[config.mk]
export PLATFORM = sky130hd
export DESIGN_NAME = ccs_top
export DESIGN_NICKNAME = d
export VERILOG_FILES = /design/src/hw/ccs_pkg.sv /design/src/hw/ccs_top.sv
export SDC_FILE = /design/constraint.sdc
export NUM_CORES = 1
export LEC_CHECK = 0
export ABC_CLOCK_PERIOD_IN_PS = 5120
export BUFFER_PORTS_ARGS = -buffer_cell sky130_fd_sc_hd__buf_2
export CAP_MARGIN = 20
export CORE_AREA = 2 2 108 110
export DETAILED_ROUTE_END_ITERATION = 10
export DIE_AREA = 0 0 110 112
export PLACE_DENSITY_LB_ADDON = 0.08
export SLEW_MARGIN = 20
export SYNTH_ARGS = -nofsm -noshare
export SYNTH_HDL_FRONTEND = slang
export SYNTH_SLANG_ARGS = --single-unit
[constraint.sdc]
create_clock -name pclk -period 5.12 [get_ports pclk]
set_input_delay 1.024 -clock pclk [delete_from_list [all_inputs] [get_ports pclk]]
set_output_delay 1.024 -clock pclk [all_outputs]
set_load 0.01 [all_outputs]
[src/hw/ccs_pkg.sv]
// Constants, field layouts and carrier types of the comparator control and status block.
// Assumes a 32-bit APB slave port with each register in one aligned word.
package ccs_pkg;

  // Width of one sampled input level word.
  localparam int LEVEL_W = 10;
  localparam int NUM_LEVELS = 6;
  localparam int ADDR_W = 8;

  // Register indices; the byte address is four times the index.
  localparam logic [3:0] IDX_CONTROL = 4'h0;
  localparam logic [3:0] IDX_INPUT_SELECT = 4'h2;
  localparam logic [3:0] IDX_IRQ_ENABLE = 4'h6;
  localparam logic [3:0] IDX_STATUS = 4'h7;

  localparam logic [7:0] RESET_BYTE = 8'h00;

  // Field positions.
  localparam int CTRL_ENABLE_BIT = 0;
  localparam int CTRL_EDGE_LSB = 4;
  localparam int CTRL_RUN_BIT = 7;
  localparam int SEL_NEG_LSB = 0;
  localparam int SEL_POS_BIT = 3;
  localparam int SEL_INVERT_BIT = 7;
  localparam int IRQ_CMP_BIT = 0;
  localparam int STAT_FLAG_BIT = 0;
  localparam int STAT_STATE_BIT = 4;

  // Edge selections for the interrupt flag.
  localparam logic [1:0] EDGE_ANY = 2'h0;
  localparam logic [1:0] EDGE_RESERVED = 2'h1;
  localparam logic [1:0] EDGE_FALL = 2'h2;
  localparam logic [1:0] EDGE_RISE = 2'h3;

  // Negative source codes.
  localparam logic [1:0] NEG_PIN_ZERO = 2'h0;
  localparam logic [1:0] NEG_PIN_ONE = 2'h1;
  localparam logic [1:0] NEG_VREF = 2'h2;
  localparam logic [1:0] NEG_DAC = 2'h3;

  // Positions of the input levels in the sampled array.
  localparam int LVL_POS0 = 0;
  localparam int LVL_POS1 = 1;
  localparam int LVL_NEG0 = 2;
  localparam int LVL_NEG1 = 3;
  localparam int LVL_VREF = 4;
  localparam int LVL_DAC = 5;

  // Cycles from a pin change to the state bit.
  localparam int STATE_DELAY_CYCLES = 3;

  typedef logic [LEVEL_W-1:0] ccs_level_t;

  typedef struct packed {
    logic keep_running_in_sleep;
    logic [1:0] irq_edge_select;
    logic enable;
  } ccs_control_s;

  typedef struct packed {
    logic invert;
    logic positive_source_sel;
    logic [1:0] negative_source_sel;
  } ccs_input_select_s;

endpackage

[src/hw/ccs_top.sv]
// Comparator control and status: APB register file, input selection, compare, state and flag.
// Assumes input levels arrive asynchronously from pins; standby_sleep and clk_en come from pclk logic.
//
// Summary of operation
// - The comparator runs only while the enable bit of the control register is one.
// - The inversion bit flips the result for every consumer, state and flag logic included.
// - The positive source bit picks positive pin zero for 0 and positive pin one for 1.
// - The negative source field picks pin zero, pin one, the reference or the DAC output for 0 to 3.
// - Bit 0 of the interrupt enable register lets the comparator interrupt through.
// - Status bit 4 is read only and shows the result three clock cycles after the pins change.
// - Status bit 0 is the interrupt flag, cleared by writing one and kept by writing zero.
// - The raw result is one when the positive input exceeds the negative input, else zero.
// - The edge field sets the flag on both edges for 0, falling for 2 and rising for 3, never for 1.
// - The interrupt line is high while the flag is set and enabled, until software clears the flag.
// - In standby with run-in-sleep set the comparator keeps running but status and interrupt freeze.
//
// Implementation choice: the APB interface to the registers.
`timescale 1ns/1ps

module ccs_top (
  input wire logic pclk, // APB clock, 100 MHz.
  input wire logic presetn, // Asynchronous reset, active low.
  input wire logic clk_en, // Freezes all state while low.
  input wire logic psel, // APB select.
  input wire logic penable, // APB enable.
  input wire logic pwrite, // APB direction, high for write.
  input wire logic [ccs_pkg::ADDR_W-1:0] paddr, // APB byte address.
  input wire logic [31:0] pwdata, // APB write data.
  input wire logic [3:0] pstrb, // APB write strobes.
  output logic [31:0] prdata, // APB read data.
  output logic pready, // APB ready.
  output logic pslverr, // APB error for unmapped address.
  input wire logic standby_sleep, // Standby sleep mode is active.
  input wire logic [ccs_pkg::LEVEL_W-1:0] positive_pin_zero, // Level on positive pin zero.
  input wire logic [ccs_pkg::LEVEL_W-1:0] positive_pin_one, // Level on positive pin one.
  input wire logic [ccs_pkg::LEVEL_W-1:0] negative_pin_zero, // Level on negative pin zero.
  input wire logic [ccs_pkg::LEVEL_W-1:0] negative_pin_one, // Level on negative pin one.
  input wire logic [ccs_pkg::LEVEL_W-1:0] vref_level, // Voltage reference level.
  input wire logic [ccs_pkg::LEVEL_W-1:0] dac_level, // DAC output level.
  output logic comparator_result, // Comparator output after inversion.
  output logic comparator_on, // Comparator is enabled.
  output logic positive_source_sel, // Positive source selection.
  output logic [1:0] negative_source_sel, // Negative source selection.
  output logic irq // Level interrupt request.
);

  ccs_pkg::ccs_control_s control_reg;
  ccs_pkg::ccs_input_select_s select_reg;
  logic irq_enable_reg;
  logic flag_reg;
  logic flag_next;
  logic state_reg;
  logic state_prev_reg;
  logic result_reg;
  logic pready_reg;
  logic pslverr_reg;
  logic [31:0] prdata_reg;
  logic irq_reg;

  ccs_pkg::ccs_level_t level_in [ccs_pkg::NUM_LEVELS];
  ccs_pkg::ccs_level_t level_meta [ccs_pkg::NUM_LEVELS];
  ccs_pkg::ccs_level_t level_sync [ccs_pkg::NUM_LEVELS];

  ccs_pkg::ccs_level_t pos_level;
  ccs_pkg::ccs_level_t neg_level;
  logic raw_result;
  logic result_next;
  logic halted;
  logic status_frozen;
  logic rise;
  logic fall;
  logic edge_hit;

  logic setup;
  logic access_done;
  logic wr;
  logic hit;
  logic [31:0] read_word;
  logic [3:0] idx;
  logic [7:0] wbyte;

  // Input level synchronisers.

  assign level_in[ccs_pkg::LVL_POS0] = positive_pin_zero;
  assign level_in[ccs_pkg::LVL_POS1] = positive_pin_one;
  assign level_in[ccs_pkg::LVL_NEG0] = negative_pin_zero;
  assign level_in[ccs_pkg::LVL_NEG1] = negative_pin_one;
  assign level_in[ccs_pkg::LVL_VREF] = vref_level;
  assign level_in[ccs_pkg::LVL_DAC] = dac_level;

  // Each level passes two flip-flops; the first is read only by the second.
  for (genvar g = 0; g < ccs_pkg::NUM_LEVELS; g++) begin : g_sync
    always_ff @(posedge pclk or negedge presetn) begin
      if (!presetn) begin
        level_meta[g] <= '0;
        level_sync[g] <= '0;
      end else if (clk_en) begin
        level_meta[g] <= level_in[g];
        level_sync[g] <= level_meta[g];
      end
    end
  end

  // Input selection and compare.

  always_comb begin
    if (select_reg.positive_source_sel) begin
      pos_level = level_sync[ccs_pkg::LVL_POS1];
    end else begin
      pos_level = level_sync[ccs_pkg::LVL_POS0];
    end
  end

  always_comb begin
    case (select_reg.negative_source_sel)
      ccs_pkg::NEG_PIN_ZERO: neg_level = level_sync[ccs_pkg::LVL_NEG0];
      ccs_pkg::NEG_PIN_ONE: neg_level = level_sync[ccs_pkg::LVL_NEG1];
      ccs_pkg::NEG_VREF: neg_level = level_sync[ccs_pkg::LVL_VREF];
      ccs_pkg::NEG_DAC: neg_level = level_sync[ccs_pkg::LVL_DAC];
      default: neg_level = level_sync[ccs_pkg::LVL_NEG0];
    endcase
  end

  assign raw_result = (pos_level > neg_level);
  assign result_next = raw_result ^ select_reg.invert;

  // Standby without run-in-sleep halts the comparator; any standby freezes status.
  assign halted = standby_sleep & ~control_reg.keep_running_in_sleep;
  assign status_frozen = standby_sleep;

  // Third stage: the inverted result, held at zero while disabled.
  always_ff @(posedge pclk or negedge presetn) begin
    if (!presetn) begin
      result_reg <= 1'b0;
    end else if (clk_en) begin
      if (!control_reg.enable) begin
        result_reg <= 1'b0;
      end else if (!halted) begin
        result_reg <= result_next;
      end
    end
  end

  // The state bit is loaded at the same edge as the result, three edges after the pins.
  always_ff @(posedge pclk or negedge presetn) begin
    if (!presetn) begin
      state_reg <= 1'b0;
    end else if (clk_en) begin
      if (!control_reg.enable) begin
        state_reg <= 1'b0;
      end else if (!halted && !status_frozen) begin
        state_reg <= result_next;
      end
    end
  end

  // Edge detection on the synchronised, inverted state.
  always_ff @(posedge pclk or negedge presetn) begin
    if (!presetn) begin
      state_prev_reg <= 1'b0;
    end else if (clk_en) begin
      state_prev_reg <= state_reg;
    end
  end

  assign rise = state_reg & ~state_prev_reg;
  assign fall = ~state_reg & state_prev_reg;

  always_comb begin
    case (control_reg.irq_edge_select)
      ccs_pkg::EDGE_ANY: edge_hit = rise | fall;
      ccs_pkg::EDGE_RESERVED: edge_hit = 1'b0;
      ccs_pkg::EDGE_FALL: edge_hit = fall;
      ccs_pkg::EDGE_RISE: edge_hit = rise;
      default: edge_hit = 1'b0;
    endcase
  end

  // APB slave.

  assign setup = psel & ~penable;
  assign access_done = psel & penable & pready_reg;
  assign wr = access_done & pwrite & ~pslverr_reg & pstrb[0];
  assign idx = paddr[5:2];
  assign wbyte = pwdata[7:0];

  // Decode and read data, evaluated in the setup cycle and registered.
  always_comb begin
    read_word = '0;
    hit = (paddr[1:0] == 2'h0) && (paddr[ccs_pkg::ADDR_W-1:6] == '0);
    case (idx)
      ccs_pkg::IDX_CONTROL: begin
        read_word[ccs_pkg::CTRL_ENABLE_BIT] = control_reg.enable;
        read_word[ccs_pkg::CTRL_EDGE_LSB +: 2] = control_reg.irq_edge_select;
        read_word[ccs_pkg::CTRL_RUN_BIT] = control_reg.keep_running_in_sleep;
      end
      ccs_pkg::IDX_INPUT_SELECT: begin
        read_word[ccs_pkg::SEL_NEG_LSB +: 2] = select_reg.negative_source_sel;
        read_word[ccs_pkg::SEL_POS_BIT] = select_reg.positive_source_sel;
        read_word[ccs_pkg::SEL_INVERT_BIT] = select_reg.invert;
      end
      ccs_pkg::IDX_IRQ_ENABLE: begin
        read_word[ccs_pkg::IRQ_CMP_BIT] = irq_enable_reg;
      end
      ccs_pkg::IDX_STATUS: begin
        read_word[ccs_pkg::STAT_FLAG_BIT] = flag_reg;
        read_word[ccs_pkg::STAT_STATE_BIT] = state_reg;
      end
      default: begin
        hit = 1'b0;
      end
    endcase
  end

  // Every access completes in its first access cycle.
  always_ff @(posedge pclk or negedge presetn) begin
    if (!presetn) begin
      pready_reg <= 1'b0;
      pslverr_reg <= 1'b0;
      prdata_reg <= '0;
    end else if (clk_en) begin
      pready_reg <= setup;
      pslverr_reg <= setup & ~hit;
      if (setup && !pwrite && hit) begin
        prdata_reg <= read_word;
      end else begin
        prdata_reg <= '0;
      end
    end
  end

  // Control register.
  always_ff @(posedge pclk or negedge presetn) begin
    if (!presetn) begin
      control_reg <= '0;
    end else if (clk_en && wr && idx == ccs_pkg::IDX_CONTROL) begin
      control_reg.enable <= wbyte[ccs_pkg::CTRL_ENABLE_BIT];
      control_reg.irq_edge_select <= wbyte[ccs_pkg::CTRL_EDGE_LSB +: 2];
      control_reg.keep_running_in_sleep <= wbyte[ccs_pkg::CTRL_RUN_BIT];
    end
  end

  // Input selection register.
  always_ff @(posedge pclk or negedge presetn) begin
    if (!presetn) begin
      select_reg <= '0;
    end else if (clk_en && wr && idx == ccs_pkg::IDX_INPUT_SELECT) begin
      select_reg.negative_source_sel <= wbyte[ccs_pkg::SEL_NEG_LSB +: 2];
      select_reg.positive_source_sel <= wbyte[ccs_pkg::SEL_POS_BIT];
      select_reg.invert <= wbyte[ccs_pkg::SEL_INVERT_BIT];
    end
  end

  // Interrupt enable, which masks the interrupt line but not the status flag.
  always_ff @(posedge pclk or negedge presetn) begin
    if (!presetn) begin
      irq_enable_reg <= 1'b0;
    end else if (clk_en && wr && idx == ccs_pkg::IDX_IRQ_ENABLE) begin
      irq_enable_reg <= wbyte[ccs_pkg::IRQ_CMP_BIT];
    end
  end

  // Flag: a detected edge wins over a clear in the same cycle.
  always_comb begin
    flag_next = flag_reg;
    if (wr && idx == ccs_pkg::IDX_STATUS && wbyte[ccs_pkg::STAT_FLAG_BIT]) begin
      flag_next = 1'b0;
    end
    if (edge_hit && control_reg.enable && !status_frozen) begin
      flag_next = 1'b1;
    end
  end

  always_ff @(posedge pclk or negedge presetn) begin
    if (!presetn) begin
      flag_reg <= 1'b0;
    end else if (clk_en) begin
      flag_reg <= flag_next;
    end
  end

  // Level interrupt, held until the flag is cleared.
  always_ff @(posedge pclk or negedge presetn) begin
    if (!presetn) begin
      irq_reg <= 1'b0;
    end else if (clk_en) begin
      irq_reg <= flag_reg & irq_enable_reg;
    end
  end

  assign prdata = prdata_reg;
  assign pready = pready_reg;
  assign pslverr = pslverr_reg;
  assign comparator_result = result_reg;
  assign comparator_on = control_reg.enable;
  assign positive_source_sel = select_reg.positive_source_sel;
  assign negative_source_sel = select_reg.negative_source_sel;
  assign irq = irq_reg;

endmodule

==> results by group, run 1 <==
Final layout
  – Number of diodes: 0
  – Layout Area Growth over Synthesis: 18.3%
  – Fin nets: around 660
  – Share of cells above drive strength 1: 0.515

Place
  – I/O Buffers: 95
  – Final GP Congestion: between 0.7 and 0.8
  – DP HPWL: roughly 7.7 mm

Global routing
  – Initial antenna violation count: 0
  – All-Layer GR Usage: 0.202
  – Vias in the first global route: between 3,000 and 4,000
  – First-pass GRT wire length: 18.9 mm
  – Remaining Overflow, GRT: 0
  – Largest net degree at the start of global routing: 116

Routing
  – Antenna Nets Post-Route: 0
  – Routed via count: 3,728
  – DRC: 0
  – Wl on met1: 4.80 mm
  – Post-Route WL: between 10 and 15 mm
  – Routed wire per std cell: 16.3 um
  – DR WL met3: around 620 um
  – Top layer in use: met4
  – Met2 WL: 5.80 mm
  – Vias/cell: approximately 5.4
  – Pre-Repair DR Iteration Count: 4
  – 1st-iter DRT viols: approximately 130

Timing
  – Highest Clock Rate: slightly above 0.3 GHz
  – Slew @ Worst Pin: slightly below 0.9 ns
  – Final Hold Slack: 0.487 ns
  – TNS Setup: 0 ns
  – Setup Viol. Count Final: 0
  – Max Transition Viols Final: 0
  – RSZ-0062 raised after global routing: no
  – Worst slew margin: 0.411
  – Final Cycle Share: 0.638
  – Fin. Hold Viols: 0
  – Final setup skew: 0.0174 ns
  – Tmin final: ~3.3 ns

Power and ir drop
  – Sw power: between 600 and 700 uW
  – VDD IR max: around 0.00025 V
  – Comb power frac: 0.106
  – Clk pwr share: 0.453
  – Leak pwr: about 0.0034 uW
  – P_int: approximately 2300 uW
  – Pwr/cell area: ~400 nW/um2
  – Sequential power share: 0.441
  – Switch share: 0.219

Die
  – Die Y: between 100 and 150 um
  – Starting density of the core: 0.565
  – Num ports: 151
  – Core Area: approximately 11,000 um2
  – Die X: between 100 and 150 um
  – Full die area: around 12,000 um2
  – FP Rows: 39

Clocking
  – Post-CTS Setup Inserts: 0
  – Clk Latency, worst-skew pair: 0.42 ns
  – Clock-pin transition on the worst setup and hold timing paths: roughly 0.06 ns
  – H-tree depth: 4
  – CTS tree: done
  – Clk sinks: 142
  – Resize count post-CTS: 0
  – CTS Root Cell: clkbuf_16
  – Longest Clk Path Bufs: 2
  – Cts hold-fix bufs: 0
  – Number of buffers created by CTS: 17

Worst setup path
  – Critical path capture point type: register
  – RR Endpoint: comparator_result
  – Critical Path AT: between 3 and 4 ns
  – CP required: between 5 and 6 ns
  – WS Path Type: register to register
  – Worst r2r src: negative_source_sel[1]
  – R2r setup slk: about 1.9 ns
  – Startpoint class of the critical path: register
  – Max Fanout on Critical Path: 13
  – Reg2reg path depth: 8

Yosys
  – Fraction of the yosys area taken by sequential cells: 0.563
  – Synth top cells by count: dfrtp_1 (142), mux2_2 (139), buf_4 (28), inv_1 (17), clkbuf_1 (14)
  – Post-synth top area share: 0.563
  – Synth Flop Type: dfrtp_1
  – Most common cell in the synthesized netlist: dfrtp_1
  – Post-synth cell types: 35
  – Ys async rst share: 1.00
  – Mapped Avg Cell Area: 14.2 um2
  – Cells after synthesis: 444
  – Synthesized area: ~6300 um2
  – Yosys top cell by area: dfrtp_1
  – Warnings, synthesis: 0
  – EDFF count, synth: 0
  – Synth top area cells: dfrtp_1 (56%), mux2_2 (25%), mux4_2 (3.6%)
  – #FFs+latches synth: around 140

Min path
  – Hold path start: prdata[0]
  – Worst Hold Depth: 1
  – End of the worst hold path: prdata[0]
  – Tightest Hold Check Type: register to register

Status
  – Run status: complete, no violations

Run
  – Max-cap violations: 0
==> worst max-delay path by stage <==
| stage | startpoint | endpoint | slack, ns | cells after the start |
|---|---|---|---|---|
| final | negative_source_sel[1] | comparator_result | 1.85 | 8 |
| after global routing | negative_source_sel[1] | comparator_result | 1.58 | 8 |
| after CTS | negative_source_sel[1] | comparator_result | 1.55 | 8 |
| after detailed placement | negative_source_sel[1] | comparator_result | 1.64 | 8 |
| after global placement | negative_source_sel[1] | state_reg | 1.68 | 8 |
| after floorplan | negative_source_sel[1] | comparator_result | 2.39 | 9 |
==> metal layers <==
| metal | GRT usage | vias up |
|---|---|---|
| met4 | 0.0532 | 0 |
| met3 | 0.0790 | 12 |
| met2 | 0.329 | 102 |
| li1 | - | 1717 |
| met1 | 0.252 | 1897 |
| met5 | 0 | - |
==> cell usage in the layout, fill, tap and decap left out, types with 2 or more instances in the layout <==
master and count:
or4_4 2, dfrtp_1 142, mux2i_1 3, ha_1 12, inv_1 17, a22o_1 2
o21ai_0 5, a21oi_1 7, nand4_1 3, nand2_1 13, buf_2 93, a211oi_1 2
bufinv_16 4, nor3_1 5, o31ai_1 2, or4b_2 2, or3_1 2, clkbuf_8 7
mux4_2 10, mux2_2 139, conb_1 26, buf_4 3, clkbuf_16 17, o2bb2ai_1 4
nand3_1 6, nor2_1 8
==> cells by family (layout without fill, tap and decap cells) <==
| logic type | Yosys count | count (layout) | synth area share |
|---|---|---|---|
| compound gates | 27 | 27 | 0.0303 |
| fa+ha+maj | 12 | 12 | 0.0238 |
| buf+inv | 64 | 146 | 0.0551 |
| flops | 142 | 142 | 0.563 |
| mux | 152 | 152 | 0.288 |
| other cells | 1 | 26 | 0.000594 |
| simple gates | 46 | 46 | 0.0387 |
==> critical path, cell delays in order (launching register included) <==
cell,delay (ns)
dfrtp_1,0.83
mux4_2,0.63
inv_1,0.08
ha_1,0.25
a21oi_1,0.14
o21ai_0,0.09
a2111oi_1,0.79
or4b_2,0.27
nand3_1,0.06
==> cell type report <==
class	count	area [um2]
Fill cell	821	3710
Sequential cell	142	3550
Multi-Input combinational cell	263	2500
Clock buffer	24	512
Timing Repair Buffer	97	502
Tap cell	143	179
Clock inverter	8	150
Inverter	17	63.8
==> power groups by stage <==
stage               sequential, uW  clock (uW)  combinational, uW
floorplan                     1300           0                236
global placement              1320           0                303
detailed placement            1330           0                315
CTS                           1310        1370                318
global route                  1320        1410                352
finish                        1310        1340                313
==> stage by stage <==
step                std cells  instance area, um2  power (uW)   util  setup WS [ns]
floorplan                 469                6400        1540      -           2.39
global route              694                7460        3090  0.668           1.58
finish                    694                7460        2960  0.668           1.85
detailed placement        662                6800        1640  0.608           1.64
CTS                       694                7460        3000  0.668           1.55
global placement          662                6800        1620  0.608           1.68
(Power assumes the default switching activity.)
==> inputs of run 2 (changes only) <==
- ABC_CLOCK_PERIOD_IN_PS: 5120 -> 3370
- CORE_AREA: 2 2 108 110 -> 2 2 112 114
- DIE_AREA: 0 0 110 112 -> 0 0 114 116
- clock period: 5.12 -> 3.37 ns (I/O delays scaled with it)
==> results by group, run 2 (synthesis gave the netlist of run 1 again) <==
Worst setup path
  – Crit-path leading delay family: simple AND/OR/NAND/NOR gates
  – Max Fanout on Critical Path: 13 (unchanged)
  – WS Path Type: register to register
  – R2r setup slk: 0.43 ns (-1.42 ns)
  – Crit path cell chain: mux2_2, ha_1, nand4_1, a211oi_1, a2111oi_0, buf_4, or4b_2, nand3_1
  – Total number of cells along the worst setup path: 8 (unchanged)
  – RR Endpoint: comparator_result
  – Critical Path AT: 3.28 ns (-0.27 ns)
  – Critical path's slowest cell: dfrtp_1
  – Reg2reg path depth: 8 (unchanged)
  – CP required: 3.71 ns (-1.70 ns)
  – Startpoint class of the critical path: register
  – Worst r2r src: positive_source_sel
  – Crit-path max cell delay: 0.76 ns (-0.07 ns)
  – CP Buf/Inv Count: 1 (unchanged)
  – Critical path capture point type: register

Routing
  – Vias/cell: 5.29 (-1.5%)
  – Antenna Nets Post-Route: 0 (unchanged)
  – DRC: 0 (unchanged)
  – 1st-iter DRT viols: 178 (+41%)
  – Routed wire per std cell: 15.8 um (-3.1%)
  – Post-Route WL: 11.1 mm (-2.1%)
  – Routed via count: 3,708 (-0.54%)
  – Pre-Repair DR Iteration Count: 4 (unchanged)

Power and ir drop
  – Sequential power share: 0.470 (+0.029)
  – Pwr/cell area: 568 nW/um2 (+43%)
  – Leak pwr: 0.00337 uW (-1.0%)
  – Sw power: 978 uW (+51%)
  – Switch share: 0.232 (+0.0133)
  – P_int: 3230 uW (+40%)
  – Comb power frac: 0.115 (+0.009)
  – Clk pwr share: 0.415 (-0.038)
  – VDD IR max: 0.000356 V (+41%)

Global routing
  – First-pass GRT wire length: 18.6 mm (-1.6%)
  – Remaining Overflow, GRT: 0 (unchanged)
  – Largest net degree at the start of global routing: 130 (+12%)
  – Vias in the first global route: 3,760 (-4.9%)
  – Initial antenna violation count: 0 (unchanged)
  – All-Layer GR Usage: 0.184 (-0.0182)

Clocking
  – Cts hold-fix bufs: 0 (unchanged)
  – Resize count post-CTS: 0 (unchanged)
  – Clk sinks: 142 (unchanged)
  – Post-CTS Setup Inserts: 0 (unchanged)
  – Clk Latency, worst-skew pair: 0.41 ns (about the same)
  – Longest Clk Path Bufs: 2 (unchanged)
  – CTS tree: done
  – CTS Root Cell: clkbuf_16
  – Number of buffers created by CTS: 17 (unchanged)
  – H-tree depth: 4 (unchanged)
  – Clock-pin transition on the worst setup and hold timing paths: 0.06 ns (about the same)

Timing
  – Final setup skew: 0.00873 ns (-0.00864 ns)
  – Setup Viol. Count Final: 0 (unchanged)
  – Max Transition Viols Final: 0 (unchanged)
  – Worst slew margin: 0.518 (+0.108)
  – Fin. Hold Viols: 0 (unchanged)
  – Final Cycle Share: 0.872 (+0.234)
  – Slew @ Worst Pin: 0.722 ns (-0.161 ns)
  – TNS Setup: 0 ns (unchanged)
  – Tmin final: 2.94 ns (-0.329 ns)
  – Highest Clock Rate: 0.340 GHz (+11%)
  – RSZ-0062 raised after global routing: no

Die
  – Core Area: 11,900 um2 (+6.6%)
  – FP Rows: 40 (+2.6%)
  – Die X: 114 um (+3.6%)
  – Starting density of the core: 0.530 (-0.0349)
  – Full die area: 13,200 um2 (+7.3%)
  – Die Y: 116 um (+3.6%)
  – Num ports: 151 (unchanged)

Final layout
  – Number of diodes: 0 (unchanged)
  – Highest-count cells in the layout ignoring fill and taps: dfrtp_1 (142), mux2_2 (139), buf_2 (93)
  – Share of cells above drive strength 1: 0.516 (+0.000819)
  – Commonest non-fill, non-tap cell in the layout: dfrtp_1
  – Fin nets: 665 (+0.61%)
  – Utilization after layout: 0.622 (-0.0461)
  – Layout Area Growth over Synthesis: 17.4%

Place
  – I/O Buffers: 95 (unchanged)
  – Final GP Congestion: 0.759 (-3.5%)
  – DP HPWL: 7.64 mm (-0.59%)

Min path
  – Tightest Hold Check Type: primary input to asynchronous set/reset pin

Run
  – Max-cap violations: 0 (unchanged)

Status
  – Run status: complete, no violations
run 2: cell types whose count changed in the layout (fill, tap and decap cells not counted), moves of 3 or more:
cell / change
bufinv_16: -3
clkinvlp_4: +3
clkbuf_8: -4
buf_4: +3
run 2: layer usage:
layer  part of all wire  global-route usage
met4              0.011              0.0561
met1               0.46               0.248
met2               0.48               0.289
met3              0.046              0.0575
met5                  0                   0
run 2: metrics by stage:
step | total power [uW] | hold slack, ns | instance area, um2 | setup WS [ns] | cells
2_1_floorplan | 2340 | 0.378 | 6400 | 0.639 | 469
3_3_place_gp | 2480 | 0.468 | 6850 | 0.501 | 670
3_5_place_dp | 2500 | 0.475 | 6850 | 0.450 | 670
4_1_cts | 4270 | 0.302 | 7410 | 0.401 | 701
5_1_grt | 4410 | 0.335 | 7410 | 0.225 | 701
6_report | 4210 | 0.284 | 7410 | 0.432 | 701
run 2: cell type report:
class                      instances  area [um2]
fill                             958        4500
tap                              147         184
inverter                          17        63.8
clock inverter                     9        87.6
multi-input combinational        263        2500
sequential                       142        3550
timing repair buffer             101         542
clock buffer                      22         474
run 2: worst register-to-register path: stages, from the launching register on:
cell and delay (ns):
dfrtp_1 0.76, mux2_2 0.43, ha_1 0.32, nand4_1 0.13, a211oi_1 0.22, a2111oi_0 0.11, buf_4 0.17, or4b_2 0.64
nand3_1 0.09
run 2: how the worst max path moves through the flow:
| stage | start | slack (ns) | end |
|---|---|---|---|
| 2_1_floorplan | negative_source_sel[1] | 0.64 | comparator_result |
| 3_3_place_gp | positive_source_sel | 0.50 | state_reg |
| 3_5_place_dp | positive_source_sel | 0.45 | comparator_result |
| 4_1_cts | positive_source_sel | 0.40 | comparator_result |
| 5_1_grt | negative_source_sel[0] | 0.23 | comparator_result |
| 6_report | positive_source_sel | 0.43 | comparator_result |
run 2: power groups by stage:
stage | combinational (uW) | clock, uW | sequential (uW)
finish | 485 | 1750 | 1980
global route | 542 | 1860 | 2010
CTS | 495 | 1790 | 1980
detailed placement | 493 | 0 | 2010
global placement | 475 | 0 | 2000
floorplan | 359 | 0 | 1980
